--- config.mk ---
export PLATFORM = sky130hd
export DESIGN_NAME = vgc_datapath
export DESIGN_NICKNAME = d
export VERILOG_FILES = /design/src/common/vgc_pkg.sv /design/src/rtl/vgc_datapath.sv
export SDC_FILE = /design/constraint.sdc
export NUM_CORES = 1
export LEC_CHECK = 0
export CAP_MARGIN = 20
export CORE_ASPECT_RATIO = 0.75
export CORE_MARGIN = 2
export CORE_UTILIZATION = 55
export CTS_CLUSTER_SIZE = 10
export DETAILED_ROUTE_END_ITERATION = 10
export DONT_BUFFER_PORTS = 1
export GPL_TIMING_DRIVEN = 0
export PLACE_DENSITY = 0.7
export SLEW_MARGIN = 20
export SYNTH_ARGS = -nofsm -noshare
export SYNTH_HDL_FRONTEND = slang
export SYNTH_SLANG_ARGS = --single-unit
--- constraint.sdc ---
create_clock -name pclk -period 4.2 [get_ports pclk]
set_input_delay 0.42 -clock pclk [delete_from_list [all_inputs] [get_ports pclk]]
set_output_delay 0.42 -clock pclk [all_outputs]
set_load 0.01 [all_outputs]
--- src/common/vgc_pkg.sv ---
package vgc_pkg;

    // Register byte offsets
    localparam logic [7:0] CTRL_OFS   = 8'h00;
    localparam logic [7:0] LINE_OFS   = 8'h04;
    localparam logic [7:0] STAT_OFS   = 8'h08;
    localparam logic [7:0] ACC_OFS    = 8'h0c;
    localparam logic [7:0] DATA_OFS   = 8'h10;
    localparam logic [7:0] COORD_OFS  = 8'h14;

    // Control register fields
    localparam int PC_LOAD_N_BIT = 0;
    localparam int PC_CNT_EN_BIT = 1;
    localparam int ADDR_SEL_BIT  = 2;
    localparam int ACC_SEL_BIT   = 3;
    localparam int RAM_SEL_BIT   = 4;
    localparam int RAM_DLY_BIT   = 5;
    localparam int RAM_NIB_BIT   = 6;
    localparam int DATA_SEL_BIT  = 7;
    localparam int ALU_FN_LSB    = 8;
    localparam int CARRY_IN_BIT  = 12;
    localparam int PRI_MODE_LSB  = 13;
    localparam int SEC_MODE_LSB  = 15;
    localparam int PRESET_LD_BIT = 17;
    localparam int PAGE_LD_BIT   = 18;
    localparam int IR_LD_BIT     = 19;
    localparam int DR_LD_BIT     = 20;
    localparam int MUX_RST_BIT   = 21;
    localparam int MUX_ODD_BIT   = 22;
    localparam int MUX_EVEN_BIT  = 23;
    localparam int DISP_BIT      = 24;
    localparam int COORD_LD_BIT  = 25;
    localparam int IR_NIB_BIT    = 26;
    localparam int ALU_B_BIT     = 27;
    localparam int CTRL_W        = 28;

    // Control reset value: counter load released (active low), all else idle
    localparam logic [CTRL_W-1:0] CTRL_RST = 28'h0000001;

    // Accumulator shift modes
    localparam logic [1:0] ACC_HOLD  = 2'h0;
    localparam logic [1:0] ACC_SHR   = 2'h1;
    localparam logic [1:0] ACC_SHL   = 2'h2;
    localparam logic [1:0] ACC_LOAD  = 2'h3;

    localparam int        WORD_W      = 12;
    localparam int        SLICE_W     = 4;
    localparam logic [11:0] LINE_MAX  = 12'hfff;
    localparam logic [11:0] LINE_RST  = 12'h000;

    // Line timer tick period in system clock cycles
    localparam int        LINE_DIV_DEF = 1;

endpackage

--- src/rtl/vgc_datapath.sv ---
// Local design decisions: the APB register port and the register offsets.
`timescale 1ns/1ps

module vgc_datapath #(
    parameter int LINE_DIV = vgc_pkg::LINE_DIV_DEF
) (
    // APB slave
    input  wire logic        pclk,
    input  wire logic        presetn,
    input  wire logic        psel,
    input  wire logic        penable,
    input  wire logic        pwrite,
    input  wire logic [7:0]  paddr,
    input  wire logic [31:0] pwdata,
    output logic      [31:0] prdata,
    output logic             pready,
    output logic             pslverr,
    // Program memory banks
    output logic      [10:0] bank_addr,
    output logic             bank_odd,
    input  wire logic [7:0]  even_bank_data,
    input  wire logic [7:0]  odd_bank_data,
    // Working storage RAM
    output logic      [7:0]  ram_address_bits,
    output logic      [7:0]  ram_write_data,
    input  wire logic [7:0]  ram_output_bits,
    // Sequencer
    output logic      [3:0]  instruction_data_lines,
    // Deflection and beam
    output logic      [11:0] x_coord,
    output logic      [11:0] y_coord,
    output logic             beam_on
);

    typedef struct packed {
        logic [vgc_pkg::CTRL_W-1:0] ctrl;
        logic [11:0] line_len;
        logic [11:0] line_cnt;
        logic        line_run;
        logic        line_zeroed;
        logic [15:0] div_cnt;
        logic [11:0] pc;
        logic [11:0] preset;
        logic [7:0]  mem_dly;
        logic [7:0]  ir;
        logic [7:0]  dr;
        logic [7:0]  dr_dly;
        logic [3:0]  page;
        logic [11:0] pri;
        logic [11:0] sec;
        logic        carry_out;
        logic [10:0] bank_addr;
        logic        bank_odd;
        logic [7:0]  ram_addr;
        logic [7:0]  ram_wdata;
        logic [3:0]  nibble;
        logic [11:0] x;
        logic [11:0] y;
        logic        beam;
        logic [31:0] rdata;
        logic        ready;
        logic        err;
    } vgc_state_s;

    vgc_state_s st_ff;
    vgc_state_s nxt_st;

    // One 4-bit ALU slice: group generate and propagate plus sum
    function automatic logic [5:0] vgc_alu_slice(input logic [3:0] a, input logic [3:0] b,
                                                 input logic [3:0] fn, input logic cin);
        logic [3:0] x;
        logic [3:0] y;
        logic [3:0] f;
        logic       c;
        logic       gg;
        logic       pp;
        x  = a | (b & {4{fn[0]}}) | (~b & {4{fn[1]}});
        y  = (a & ~b & {4{fn[2]}}) | (a & b & {4{fn[3]}});
        c  = cin;
        gg = 1'b0;
        pp = 1'b1;
        for (int i = 0; i < 4; i++) begin
            f[i] = (x[i] & ~y[i]) ^ c;
            c    = y[i] | (x[i] & c);
            gg   = y[i] | (x[i] & gg);
            pp   = pp & x[i];
        end
        return {gg, pp, f};
    endfunction

    // Preset decoder: from the zeroed count it yields the start that ends at max
    function automatic logic [11:0] vgc_line_decode(input logic [11:0] cnt,
                                                    input logic [11:0] len);
        return (cnt == vgc_pkg::LINE_RST) ? vgc_pkg::LINE_MAX - len : cnt;
    endfunction

    logic [3:0]  alu_fn;
    logic [11:0] acc_mux;
    logic [11:0] alu_b;
    logic [11:0] alu_result_bits;
    logic [2:0]  slice_g;
    logic [2:0]  slice_p;
    logic [3:0]  alu_c;
    logic [5:0]  slice_out [3];
    logic [3:0]  pc_carry;
    logic [11:0] pc_next;
    logic [7:0]  mem_cur;
    logic [7:0]  prog_data;
    logic [11:0] selected_data_bus;
    logic [11:0] prog_addr;
    logic [3:0]  data_low_nibble;
    logic [3:0]  ram_low_nib;
    logic        line_tick;
    logic        line_load_n;
    logic        counter_zeroing;
    logic        apb_wr;

    assign alu_fn = st_ff.ctrl[vgc_pkg::ALU_FN_LSB +: 4];

    // Both accumulators may address memory; one select serves all slices
    assign acc_mux = st_ff.ctrl[vgc_pkg::ACC_SEL_BIT] ? st_ff.pri : st_ff.sec;
    assign alu_b   = st_ff.ctrl[vgc_pkg::ALU_B_BIT] ? {4'h0, st_ff.dr} : acc_mux;

    // Look-ahead carry across the three slices
    assign alu_c[0] = st_ff.ctrl[vgc_pkg::CARRY_IN_BIT];
    assign alu_c[1] = slice_g[0] | (slice_p[0] & alu_c[0]);
    assign alu_c[2] = slice_g[1] | (slice_p[1] & slice_g[0])
                    | (slice_p[1] & slice_p[0] & alu_c[0]);
    assign alu_c[3] = slice_g[2] | (slice_p[2] & slice_g[1])
                    | (slice_p[2] & slice_p[1] & slice_g[0])
                    | (slice_p[2] & slice_p[1] & slice_p[0] & alu_c[0]);

    // Program counter slices carry into the next more significant one
    assign pc_carry[0] = st_ff.ctrl[vgc_pkg::PC_CNT_EN_BIT];

    genvar gi;
    generate
        for (gi = 0; gi < 3; gi++) begin : g_slice
            assign slice_out[gi] = vgc_alu_slice(st_ff.pri[gi*4 +: 4], alu_b[gi*4 +: 4],
                                                 alu_fn, alu_c[gi]);
            assign alu_result_bits[gi*4 +: 4] = slice_out[gi][3:0];
            assign slice_g[gi] = slice_out[gi][5];
            assign slice_p[gi] = slice_out[gi][4];
            assign pc_next[gi*4 +: 4] = st_ff.pc[gi*4 +: 4] + {3'h0, pc_carry[gi]};
            assign pc_carry[gi+1] = pc_carry[gi] & (&st_ff.pc[gi*4 +: 4]);
        end
    endgenerate

    // Bank data mux; the delayed copy lets each bank take two cycles per word
    assign mem_cur   = st_ff.bank_odd ? odd_bank_data : even_bank_data;
    assign prog_data = (st_ff.ctrl[vgc_pkg::MUX_RST_BIT] | st_ff.ctrl[vgc_pkg::MUX_EVEN_BIT]
                        | ~st_ff.ctrl[vgc_pkg::MUX_ODD_BIT]) ? mem_cur : st_ff.mem_dly;

    assign prog_addr = st_ff.ctrl[vgc_pkg::ADDR_SEL_BIT] ? st_ff.pc : acc_mux;

    assign data_low_nibble = st_ff.dr[3:0];
    assign ram_low_nib = st_ff.ctrl[vgc_pkg::RAM_SEL_BIT]
                       ? (st_ff.ctrl[vgc_pkg::RAM_DLY_BIT] ? st_ff.dr_dly[3:0] : data_low_nibble)
                       : (st_ff.ctrl[vgc_pkg::RAM_NIB_BIT] ? ram_output_bits[7:4]
                                                           : ram_output_bits[3:0]);

    assign selected_data_bus = {4'h0, st_ff.ctrl[vgc_pkg::DATA_SEL_BIT] ? ram_output_bits
                                                                        : st_ff.dr};

    assign line_tick       = (st_ff.div_cnt == 16'(LINE_DIV - 1));
    assign counter_zeroing = apb_wr && (paddr == vgc_pkg::LINE_OFS);
    assign line_load_n     = ~(st_ff.line_run & st_ff.line_zeroed);
    assign apb_wr          = psel & penable & st_ff.ready & pwrite;

    always_comb begin
        nxt_st = st_ff;

        // Timer clock enable divider
        nxt_st.div_cnt = line_tick ? 16'h0000 : st_ff.div_cnt + 16'h0001;

        // Line length timer
        if (counter_zeroing) begin
            nxt_st.line_cnt    = vgc_pkg::LINE_RST;
            nxt_st.line_run    = 1'b1;
            nxt_st.line_zeroed = 1'b1;
            nxt_st.line_len    = pwdata[11:0];
        end else if (st_ff.line_run && line_tick) begin
            if (!line_load_n) begin
                nxt_st.line_cnt    = vgc_line_decode(st_ff.line_cnt, st_ff.line_len);
                nxt_st.line_zeroed = 1'b0;
            end else if (st_ff.line_cnt == vgc_pkg::LINE_MAX) begin
                nxt_st.line_run = 1'b0;
            end else begin
                nxt_st.line_cnt = st_ff.line_cnt + 12'h001;
            end
        end
        nxt_st.beam = nxt_st.line_run & ~nxt_st.line_zeroed;

        // Program address counter
        if (!st_ff.ctrl[vgc_pkg::PC_LOAD_N_BIT]) begin
            nxt_st.pc = st_ff.preset;
        end else begin
            nxt_st.pc = pc_next;
        end
        if (st_ff.ctrl[vgc_pkg::PRESET_LD_BIT]) begin
            nxt_st.preset = selected_data_bus;
        end

        // Memory path
        nxt_st.bank_addr = prog_addr[11:1];
        nxt_st.bank_odd  = prog_addr[0];
        nxt_st.mem_dly   = mem_cur;
        if (st_ff.ctrl[vgc_pkg::IR_LD_BIT]) begin
            nxt_st.ir = prog_data;
        end
        if (st_ff.ctrl[vgc_pkg::DR_LD_BIT]) begin
            nxt_st.dr     = prog_data;
            nxt_st.dr_dly = st_ff.dr;
        end
        nxt_st.nibble = st_ff.ctrl[vgc_pkg::IR_NIB_BIT] ? st_ff.ir[7:4] : st_ff.ir[3:0];

        // Working storage address and data
        if (st_ff.ctrl[vgc_pkg::PAGE_LD_BIT]) begin
            nxt_st.page = data_low_nibble;
        end
        nxt_st.ram_addr  = {st_ff.page, ram_low_nib};
        nxt_st.ram_wdata = acc_mux[7:0];

        // Accumulators
        unique case (st_ff.ctrl[vgc_pkg::PRI_MODE_LSB +: 2])
            vgc_pkg::ACC_HOLD: nxt_st.pri = st_ff.pri;
            vgc_pkg::ACC_SHR:  nxt_st.pri = {st_ff.sec[0], st_ff.pri[11:1]};
            vgc_pkg::ACC_SHL:  nxt_st.pri = {st_ff.pri[10:0], st_ff.sec[11]};
            vgc_pkg::ACC_LOAD: nxt_st.pri = alu_result_bits;
        endcase
        unique case (st_ff.ctrl[vgc_pkg::SEC_MODE_LSB +: 2])
            vgc_pkg::ACC_HOLD: nxt_st.sec = st_ff.sec;
            vgc_pkg::ACC_SHR:  nxt_st.sec = {st_ff.pri[0], st_ff.sec[11:1]};
            vgc_pkg::ACC_SHL:  nxt_st.sec = {st_ff.sec[10:0], st_ff.pri[11]};
            vgc_pkg::ACC_LOAD: nxt_st.sec = alu_result_bits;
        endcase
        nxt_st.carry_out = slice_g[2] | (slice_p[2] & alu_c[2]);

        // Coordinate registers for the DACs; X only in display mode
        if (st_ff.ctrl[vgc_pkg::COORD_LD_BIT]) begin
            if (st_ff.ctrl[vgc_pkg::DISP_BIT]) begin
                nxt_st.x = st_ff.pri;
            end
            nxt_st.y = st_ff.sec;
        end

        // One-shot strobes fall back after one cycle
        nxt_st.ctrl[vgc_pkg::PRESET_LD_BIT] = 1'b0;
        nxt_st.ctrl[vgc_pkg::PAGE_LD_BIT]   = 1'b0;
        nxt_st.ctrl[vgc_pkg::IR_LD_BIT]     = 1'b0;
        nxt_st.ctrl[vgc_pkg::DR_LD_BIT]     = 1'b0;
        nxt_st.ctrl[vgc_pkg::COORD_LD_BIT]  = 1'b0;

        // APB: answer one cycle after setup
        nxt_st.ready = psel & ~penable;
        // Error flag stands only alongside its ready pulse
        nxt_st.err   = 1'b0;
        if (psel && !penable) begin
            nxt_st.err   = 1'b0;
            nxt_st.rdata = 32'h0000_0000;
            unique case (paddr)
                vgc_pkg::CTRL_OFS:  nxt_st.rdata = {4'h0, st_ff.ctrl};
                vgc_pkg::LINE_OFS:  nxt_st.rdata = {4'h0, st_ff.line_cnt, 4'h0, st_ff.line_len};
                vgc_pkg::STAT_OFS:  nxt_st.rdata = {5'h00, st_ff.carry_out, st_ff.beam,
                                                    st_ff.line_run, st_ff.preset, st_ff.pc};
                vgc_pkg::ACC_OFS:   nxt_st.rdata = {4'h0, st_ff.sec, 4'h0, st_ff.pri};
                vgc_pkg::DATA_OFS:  nxt_st.rdata = {8'h00, st_ff.page, 4'h0, st_ff.ir,
                                                    st_ff.dr};
                vgc_pkg::COORD_OFS: nxt_st.rdata = {4'h0, st_ff.y, 4'h0, st_ff.x};
                default:            nxt_st.err = 1'b1;
            endcase
        end
        if (apb_wr && paddr == vgc_pkg::CTRL_OFS) begin
            nxt_st.ctrl = pwdata[vgc_pkg::CTRL_W-1:0];
        end
        if (apb_wr && paddr == vgc_pkg::ACC_OFS) begin
            nxt_st.pri = pwdata[11:0];
            nxt_st.sec = pwdata[27:16];
        end
    end

    always_ff @(posedge pclk or negedge presetn) begin
        if (!presetn) begin
            st_ff      <= '0;
            st_ff.ctrl <= vgc_pkg::CTRL_RST;
        end else begin
            st_ff <= nxt_st;
        end
    end

    assign prdata                 = st_ff.rdata;
    assign pready                 = st_ff.ready;
    assign pslverr                = st_ff.err;
    assign bank_addr              = st_ff.bank_addr;
    assign bank_odd               = st_ff.bank_odd;
    assign ram_address_bits       = st_ff.ram_addr;
    assign ram_write_data         = st_ff.ram_wdata;
    assign instruction_data_lines = st_ff.nibble;
    assign x_coord                = st_ff.x;
    assign y_coord                = st_ff.y;
    assign beam_on                = st_ff.beam;

endmodule

==> results.toml, run 1 <==
[run_status]
status = "finished with violations"
violations = "hold timing"

[floorplan]
rows = 48
dieHeight_um = 136
core_sq_um = 22900
dieArea_sq_um = 24600
die_w_um = 180
io_pins = 160
initial_utilization_pct = 55.9

[synth]
syn-instance-count = 1269
synthesis.area_sq_um = 12800
ys_seq_area_share_pct = 45.7
ys_ff_latch = 234
synthFlopType = "dfrtp_1"
async_flop_share_pct = 100
avgSynthCellArea_sq_um = 10.1
synth_edf_count = 0
synth_area_leaders = "dfrtp_1, mux2_2, buf_4"
synth_cell_type_count = 69
yosysTopAreaCellShare_pct = 45.5
yosys-top-cells-count = "dfrtp_1, nand2_1, mux2_2"
yosysTopAreaCell = "dfrtp_1"
ys.warnings.count = 0
yosysMostFrequentCell = "dfrtp_1"

[route]
postRouteAntennaNets = 0
drc = 0
via_count = 10300
avgViaCountPerCell = 6.32
firstDrtPassIters = 6
drtIter0Drc = 1291
wire_per_inst_um = 26.0
drt-total-wl_um = 42300

[global_routing]
grt_max_degree = 235
grt_pass1_vias = 9725
antenna_found_initial = 2
grt_pass1_wl_um = 62800
grt_usage_pct = 34.5
grt-ovfl-total = 0

[clock_tree]
clockRootBuffer = "clkbuf_16"
clock_sinks = 234
cts_tree = "built"
clock_latency_ns = 0.56
postCtsSetupBuffers = 0
postCtsHoldBufs = 13
clockBufferDepth = 3
clk_pin_slew_ns = 0.07
ctsHtreeMaxLevel = 1
cts_buffers = 27
postCtsResizedCells = 0

[timing]
finalMaxSlewViolations = 0
timing.hold.ws_ns = -0.430
fin_crit_ns = 3.49
rsz0062_at_grt = "no"
relSlewSlack_pct = 26.8
setup_violations = 0
setup_ws_ns = 0.711
fin_skew_ns = 0.0223
finalHoldViolations = 234
max_freq_mhz = 287
tightest_slew_ns = 1.09
timing.setup.tns_ns = 0
finalCritPeriodShare_pct = 83.1

[layout]
fillCellCount = 1962
areaGrowthSynthToFinish_pct = 9.93
fin_nets = 1395
drive_above_1_share_pct = 20.7
stdcell_area_sq_um = 14100
num_antenna_cells = 0

[placement]
place_ws_ns = 0.898
gp_congestion = 0.984
place_hpwl_um = 31500
place_area_sq_um = 13200
port_buffers = 0

[pwr]
comb_power_share_pct = 11.5
p_total_w = 0.00506
p_int_w = 0.00372
ir_drop_mv = 0.326
net-switching-power_w = 0.00134
p_seq_share_pct = 47.6
power-per-cell-area_nw_per_um2 = 359
p_clk_share_pct = 40.9
total_leakage_power_nw = 6.22
p_sw_share_pct = 26.5

[critical_path]
required_ns = 4.64
crit_fanout = 9
critPathBufInv = 2
worstPathCellList = "clkbuf_1, clkinv_1, o211ai_1, nand3_1, nor3_1, a211oi_1, nor4_1, nor3_1, o22a_1"
critical-path-top-delay-family = "simple AND/OR/NAND/NOR gates"
cp-startpoint = "alu_fn[1]$_DFFE_PN0P_"
end_kind = "flop"
cpPeakStageDelay_ns = 0.60
r2r-start = "alu_fn[1]$_DFFE_PN0P_"
arrival_ns = 3.93
start_kind = "flop"
cpMostUsedCell = "nor3_1"
crit_type = "flop to flop"
crit_slowest_cell = "nor4_1"

[flow_run]
maxCapViolations = 0

[hold_path]
min_path_type = "primary input to asynchronous set/reset pin"
metrics by stage:
stage               cells  utilization, %
floorplan            1272               -
global placement     1572            57.6
detailed placement   1574            57.7
CTS                  1624            61.4
global route         1624            61.4
finish               1624            61.4
layout by cell type, fill, tap and decap left out, types with 9 or more instances in the layout:
cell / netlist / final
mux2i_1: 61 / 61
dfrtp_1: 233 / 233
nand2b_1: 12 / 12
and2_1: 15 / 15
a22oi_1: 10 / 10
dlygate4sd3_1: 0 / 13
mux2_2: 128 / 128
nor2b_1: 13 / 13
inv_1: 17 / 17
buf_4: 87 / 89
clkbuf_1: 66 / 74
nor3_1: 24 / 23
nor2_1: 78 / 78
xor2_1: 10 / 10
a21oi_1: 68 / 68
nand3_1: 14 / 14
clkbuf_16: 0 / 27
o21ai_0: 96 / 96
nand4_1: 10 / 10
ha_1: 10 / 10
a221oi_1: 15 / 15
nand2_1: 133 / 133
a211oi_1: 18 / 18
and3_1: 9 / 9
xnor2_1: 20 / 20
cells by family after synthesis:
| group | Yosys count | share of synthesized area (%) |
|---|---|---|
| muxes | 198 | 17.5 |
| other | 1 | 0.0293 |
| and+or+nand+nor | 333 | 12.0 |
| buffers and inverters | 184 | 8.08 |
| AOI/OAI and AO/OA | 279 | 13.7 |
| adders and majority gates | 10 | 0.976 |
| xor gates and xnor gates | 30 | 2.05 |
| DFF | 234 | 45.7 |
metal layers:
metal | up-vias | global-route usage, % | wire (um) | share of wire, %
met5 | - | 0 | 13 | 0.031
met4 | 2 | 9.68 | 1230 | 2.9
met3 | 92 | 13.1 | 5540 | 13
met2 | 647 | 46.7 | 16700 | 40
met1 | 5024 | 51.0 | 18800 | 44
li1 | 4496 | - | - | -
power by group through the flow:
stage | Clock [W] | Combinational (W) | Sequential [W]
6_report | 0.00207 | 0.000580 | 0.00241
5_1_grt | 0.00218 | 0.000626 | 0.00241
4_1_cts | 0.00210 | 0.000560 | 0.00240
3_5_place_dp | 0 | 0.000543 | 0.00244
3_3_place_gp | 0 | 0.000539 | 0.00244
2_1_floorplan | 0 | 0.000412 | 0.00240
path summary, 6_finish.rpt:
path | slack [ns] | cells after the start | to
min in group pclk | 0.01 | 2 | alu_fn[1]$_DFFE_PN0P_
max in group asynchronous | 4.34 | 0 | st_ff[103]$_DFFE_PN0P_
min | -0.43 | 0 | prdata[12]$_DFFE_PN0P_
max | 0.71 | 9 | st_ff[115]$_DFFE_PN0P_
max reg2reg | 0.71 | 9 | st_ff[115]$_DFFE_PN0P_
min reg2reg | 0.43 | 0 | ram_address_bits[6]$_DFF_PN0_
state kept, by name, summed over array words and instances (netlist names), 4 cells and up:
signal and count:
alu_fn 4, bank_addr 11, data_low_nibble 4, instruction_data_lines 4, nxt_st 4, prdata 28, ram_address_bits 8, ram_write_data 8
st_ff 133, x_coord 12, y_coord 12
layout make-up:
cell class                      count  area, sq um  area share [%]
Clock buffer                       35          706            5.01
Multi-Input combinational cell    854         5950            42.2
Buffer                            166          968            6.87
Sequential cell                   234         5860            41.6
Timing Repair Buffer               15          145            1.03
Clock inverter                      2         25.0           0.178
Inverter                           18         67.6           0.480
Tap cell                          300          375            2.66
No activity file was read; power rests on OpenSTA's default activity.
==> run 2, diff against run 1 <==
- clock period: 4.2 -> 3.7 ns (I/O delays scaled with it)
==> run 2 against run 1 <==
  * The flow still finishes with violations (hold timing)
  * Sequential cell count unchanged
  * Wire length increased by 1.5%
  * Power increased by 14%
  * Setup slack got worse by 0.49 ns
  * Critical path depth unchanged
  * Final cell count increased by 1.9%
  * Via count increased by 2.0%
  * Count of clock-buffer cells in the layout unchanged
  * Final area increased by 2.2%
  * Die area unchanged
  * Global-route usage increased by 0.43 points
  * Largest cell class unchanged
  * Largest power group unchanged
==> results.toml, run 2 (synthesis results as in run 1) <==
[run_status]
status = "finished with violations"
violations = "hold timing"

[route]
drc = 0
avgViaCountPerCell = 6.32
via_count = 10500
postRouteAntennaNets = 0
wire_per_inst_um = 25.9
firstDrtPassIters = 7
drt-total-wl_um = 42900
drtIter0Drc = 1379

[global_routing]
met2_usage_pct = 47.8
busiest_layer = "met1"
grtUsageMet1_pct = 53.6
grt_max_degree = 235
grt_usage_pct = 34.9
grt_pass1_vias = 9901
grt_pass1_wl_um = 64000
grt-ovfl-total = 0
antenna_found_initial = 0
grtUsageMet3_pct = 10.1

[critical_path]
cpMostUsedCell = "nor3_1"
rr_worst_depth = 9
arrival_ns = 3.92
crit_slowest_cell = "nor4_1"
required_ns = 4.14
end_kind = "flop"
crit_type = "flop to flop"
worstPathCellList = "clkbuf_1, clkinv_1, o211ai_1, nand3_1, nor3_1, a211oi_1, nor4_1, nor3_1, o22a_1"
cpPeakStageDelay_ns = 0.59
crit_fanout = 9
start_kind = "flop"

[floorplan]
dieArea_sq_um = 24600
initial_utilization_pct = 55.9
die_w_um = 180
io_pins = 160
dieHeight_um = 136
core_sq_um = 22900
rows = 48

[placement]
port_buffers = 0
place_ws_ns = 0.398
place_area_sq_um = 13200
gp_congestion = 0.984
dp_cells = 1574
place_hpwl_um = 31500

[clock_tree]
cts_tree = "built"
clockRootBuffer = "clkbuf_16"
postCtsSetupBuffers = 0
clock_latency_ns = 0.56
clk_pin_slew_ns = 0.06
postCtsHoldBufs = 44
ctsHtreeMaxLevel = 1
clock_sinks = 234
clockBufferDepth = 3
postCtsResizedCells = 0
cts_buffers = 27

[pwr]
power-per-cell-area_nw_per_um2 = 402
total_leakage_power_nw = 6.35
ir_drop_mv = 0.365

[timing]
fin_skew_ns = 0.0140
tightest_slew_ns = 1.02
rsz0062_at_grt = "no"
setup_ws_ns = 0.221
finalCritPeriodShare_pct = 94.0
setup_violations = 0
finalMaxSlewViolations = 0
max_freq_mhz = 287
fin_crit_ns = 3.48
finalHoldViolations = 234
relSlewSlack_pct = 31.7
timing.hold.ws_ns = -0.485

[hold_path]
min_path_type = "primary input to asynchronous set/reset pin"

[layout]
final_cell_mix = "dfrtp_1, nand2_1, mux2_2, o21ai_0, buf_4"
stdcell_count = 1655
stdcell_area_sq_um = 14400
num_antenna_cells = 0
areaGrowthSynthToFinish_pct = 12.3
drive_above_1_share_pct = 20.2
largest_reg_flops = 133
fin_nets = 1426
layout_commonest_cell = "dfrtp_1"
largest-register = "st_ff"

[flow_run]
maxCapViolations = 0
## run 2: cell count changes in the layout (fill, tap and decap cells not counted)
cell           previous run  this run
dlygate4sd3_1            13        44
## run 2: where the power goes
group / leakage [nW] / internal [W] / switching (W)
Sequential: 2.95 / 0.00263 / 0.000101
Combinational: 3.04 / 0.000299 / 0.000405
Clock: 0.356 / 0.00132 / 0.00103
Total: 6.35 / 0.00425 / 0.00154
## run 2: final timing paths
kind	from	to	slack, ns
min in group pclk	ram_output_bits[5]	ram_address_bits[1]$_DFF_PN0_	0.02
worst min register to register	nxt_st[76]$_DFFE_PN0P_	ram_address_bits[5]$_DFF_PN0_	0.43
worst max register to register	alu_fn[1]$_DFFE_PN0P_	st_ff[115]$_DFFE_PN0P_	0.22
max in group asynchronous	presetn	st_ff[218]$_DFFE_PN1P_	3.93
worst max-delay path	alu_fn[1]$_DFFE_PN0P_	st_ff[115]$_DFFE_PN0P_	0.22
worst min-delay path	presetn	st_ff[147]$_DFF_PN0_	-0.48
## run 2: through the flow
step                      utilization, %  setup TNS (ns)  total power [W]  hold slack (ns)
final                               62.8               0          0.00579           -0.485
after global routing                62.8               0          0.00597           -0.494
after CTS                           62.8               0          0.00578           -0.491
after detailed placement            57.7               0          0.00339           0.0818
after global placement              57.6          -0.636          0.00338           0.0846
after floorplan                        -               0          0.00319           0.0744
## run 2: worst max-delay path, delay by kind of cell, from the launching register on
kind	cells	cell delay, ns
AO/OA/AOI/OAI	3	0.87
flip-flops	1	0.33
AND/OR/NAND/NOR	4	1.16
buffers and inverters	2	0.99
## run 2: per-layer routing
layer / routed length (um) / share of wire [%]
met1: 19100 / 45
met2: 17300 / 40
met3: 5390 / 13
met4: 1110 / 2.6
met5: 0 / 0
## run 2: area by class of cell
type,instances,area (sq um)
flip-flops and latches,234,5860
clock inverters,2,25.0
multi-input cells,854,5950
fillers,1936,8540
repair buffers,46,455
inverters,18,67.6
clock buffers,35,706
plain buffers,166,968
well taps,300,375
==> run 3, diff against run 2 <==
- RECOVER_POWER: default -> 50
==> run 3 against run 2 <==
  * The flow still finishes with violations (hold timing)
  * Power is essentially flat
  * Core utilization is the same
  * Sequential cell count is the same
  * Sequential share of layout area is the same
  * Critical path depth is the same
  * Fmax grew 1.4%
  * Final area is the same
  * Count of clock-buffer cells in the layout is the same
==> results.toml, run 3 (synthesis results as in run 1) <==
[run_status]
status = "finished with violations"
violations = "hold timing"

[timing]
rsz0062_at_grt = "no"
max_freq_mhz = 291
finalCritPeriodShare_pct = 92.8
finalHoldViolations = 234
setup_violations = 0
timing.hold.ws_ns = -0.486
relSlewSlack_pct = 30.7
timing.setup.tns_ns = 0
fin_skew_ns = 0.0129
tightest_slew_ns = 1.03
setup_ws_ns = 0.268
fin_crit_ns = 3.43
finalMaxSlewViolations = 0

[clock_tree]
clockRootBuffer = "clkbuf_16"
clock_latency_ns = 0.56
clock_sinks = 234
ctsHtreeMaxLevel = 1
postCtsHoldBufs = 44
cts_tree = "built"
cts_buffers = 27
clockBufferDepth = 3
clk_pin_slew_ns = 0.06
postCtsSetupBuffers = 0
postCtsResizedCells = 0

[global_routing]
grt-ovfl-total = 0
grt_pass1_wl_um = 64000
grt_max_degree = 235
grt_pass1_vias = 9901
antenna_found_initial = 0
grt_usage_pct = 34.9

[route]
avgViaCountPerCell = 6.36
drt-total-wl_um = 43000
drtIter0Drc = 1370
wire_per_inst_um = 26.0
postRouteAntennaNets = 0
firstDrtPassIters = 6
drc = 0
via_count = 10500

[critical_path]
crit_type = "flop to flop"
crit_fanout = 9
end_kind = "flop"
start_kind = "flop"
required_ns = 4.14
arrival_ns = 3.87

[hold_path]
min_path_type = "primary input to asynchronous set/reset pin"

[layout]
num_antenna_cells = 0
final_cell_mix = "dfrtp_1, nand2_1, mux2_2, o21ai_0, buf_4"
largest_reg_flops = 133
drive_above_1_share_pct = 19.9
largest-register = "st_ff"
fin_nets = 1426
layout_commonest_cell = "dfrtp_1"
areaGrowthSynthToFinish_pct = 12.3

[pwr]
ir_drop_mv = 0.365
power-per-cell-area_nw_per_um2 = 402
total_leakage_power_nw = 6.35

[floorplan]
dieHeight_um = 136
dieArea_sq_um = 24600
die_w_um = 180
initial_utilization_pct = 55.9
core_sq_um = 22900
io_pins = 160
rows = 48

[flow_run]
maxCapViolations = 0

[placement]
port_buffers = 0
place_ws_ns = 0.398
gp_congestion = 0.984
place_hpwl_um = 31500
==> run 3: cell types whose count changed in the layout (fill, tap and decap cells not counted) <==
cell    delta
mux2_1     +4
mux2_2     -4
and2_0     +1
and2_1     -1
==> run 3: worst paths after layout <==
kind,start,endpoint,slack (ns),cells past startpoint
max reg2reg,alu_fn[1]$_DFFE_PN0P_,st_ff[115]$_DFFE_PN0P_,0.27,9
min reg2reg,nxt_st[77]$_DFFE_PN0P_,ram_address_bits[6]$_DFF_PN0_,0.43,0
min in group pclk,ram_output_bits[5],ram_address_bits[1]$_DFF_PN0_,0.02,2
max,alu_fn[1]$_DFFE_PN0P_,st_ff[115]$_DFFE_PN0P_,0.27,9
max in group asynchronous,presetn,st_ff[200]$_DFFE_PN0P_,3.94,0
min,presetn,prdata[12]$_DFFE_PN0P_,-0.49,0
==> run 3: per-stage QoR <==
stage	area [sq um]	hold slack (ns)	util [%]	cells	power, W
after floorplan	12800	0.0744	-	1272	0.00319
after global placement	13200	0.0846	57.6	1572	0.00338
after detailed placement	13200	0.0818	57.7	1574	0.00339
after CTS	14400	-0.491	62.8	1655	0.00578
after global routing	14400	-0.494	62.8	1655	0.00596
final	14400	-0.486	62.8	1655	0.00579
==> run 3: where the power goes <==
group	internal, W	switching [W]	total, W
Clock	0.00132	0.00103	0.00235
Combinational	0.000298	0.000404	0.000702
Sequential	0.00263	0.000101	0.00274
Total	0.00425	0.00154	0.00579
==> run 3: area by class of cell <==
cell class	instances	area, sq um
clock inverter	2	25.0
buffer	166	968
tap	300	375
clock buffer	35	706
timing repair buffer	46	455
fill	1936	8540
inverter	18	67.6
multi-input combinational	854	5950
sequential	234	5860
==> run 3: critical path, cell delays in order (launching register included) <==
cell and delay, ns:
dfrtp_1 0.33, clkbuf_1 0.44, clkinv_1 0.53, o211ai_1 0.50, nand3_1 0.16, nor3_1 0.28, a211oi_1 0.18, nor4_1 0.56
nor3_1 0.13, o22a_1 0.20
==> run 3: layer usage <==
metal,track usage (%),wire length [um],vias to the layer above
met5,0,0,-
met4,9.32,1140,0
met3,10.1,5840,89
met2,47.8,17200,681
met1,53.6,18900,5181
li1,-,-,4569
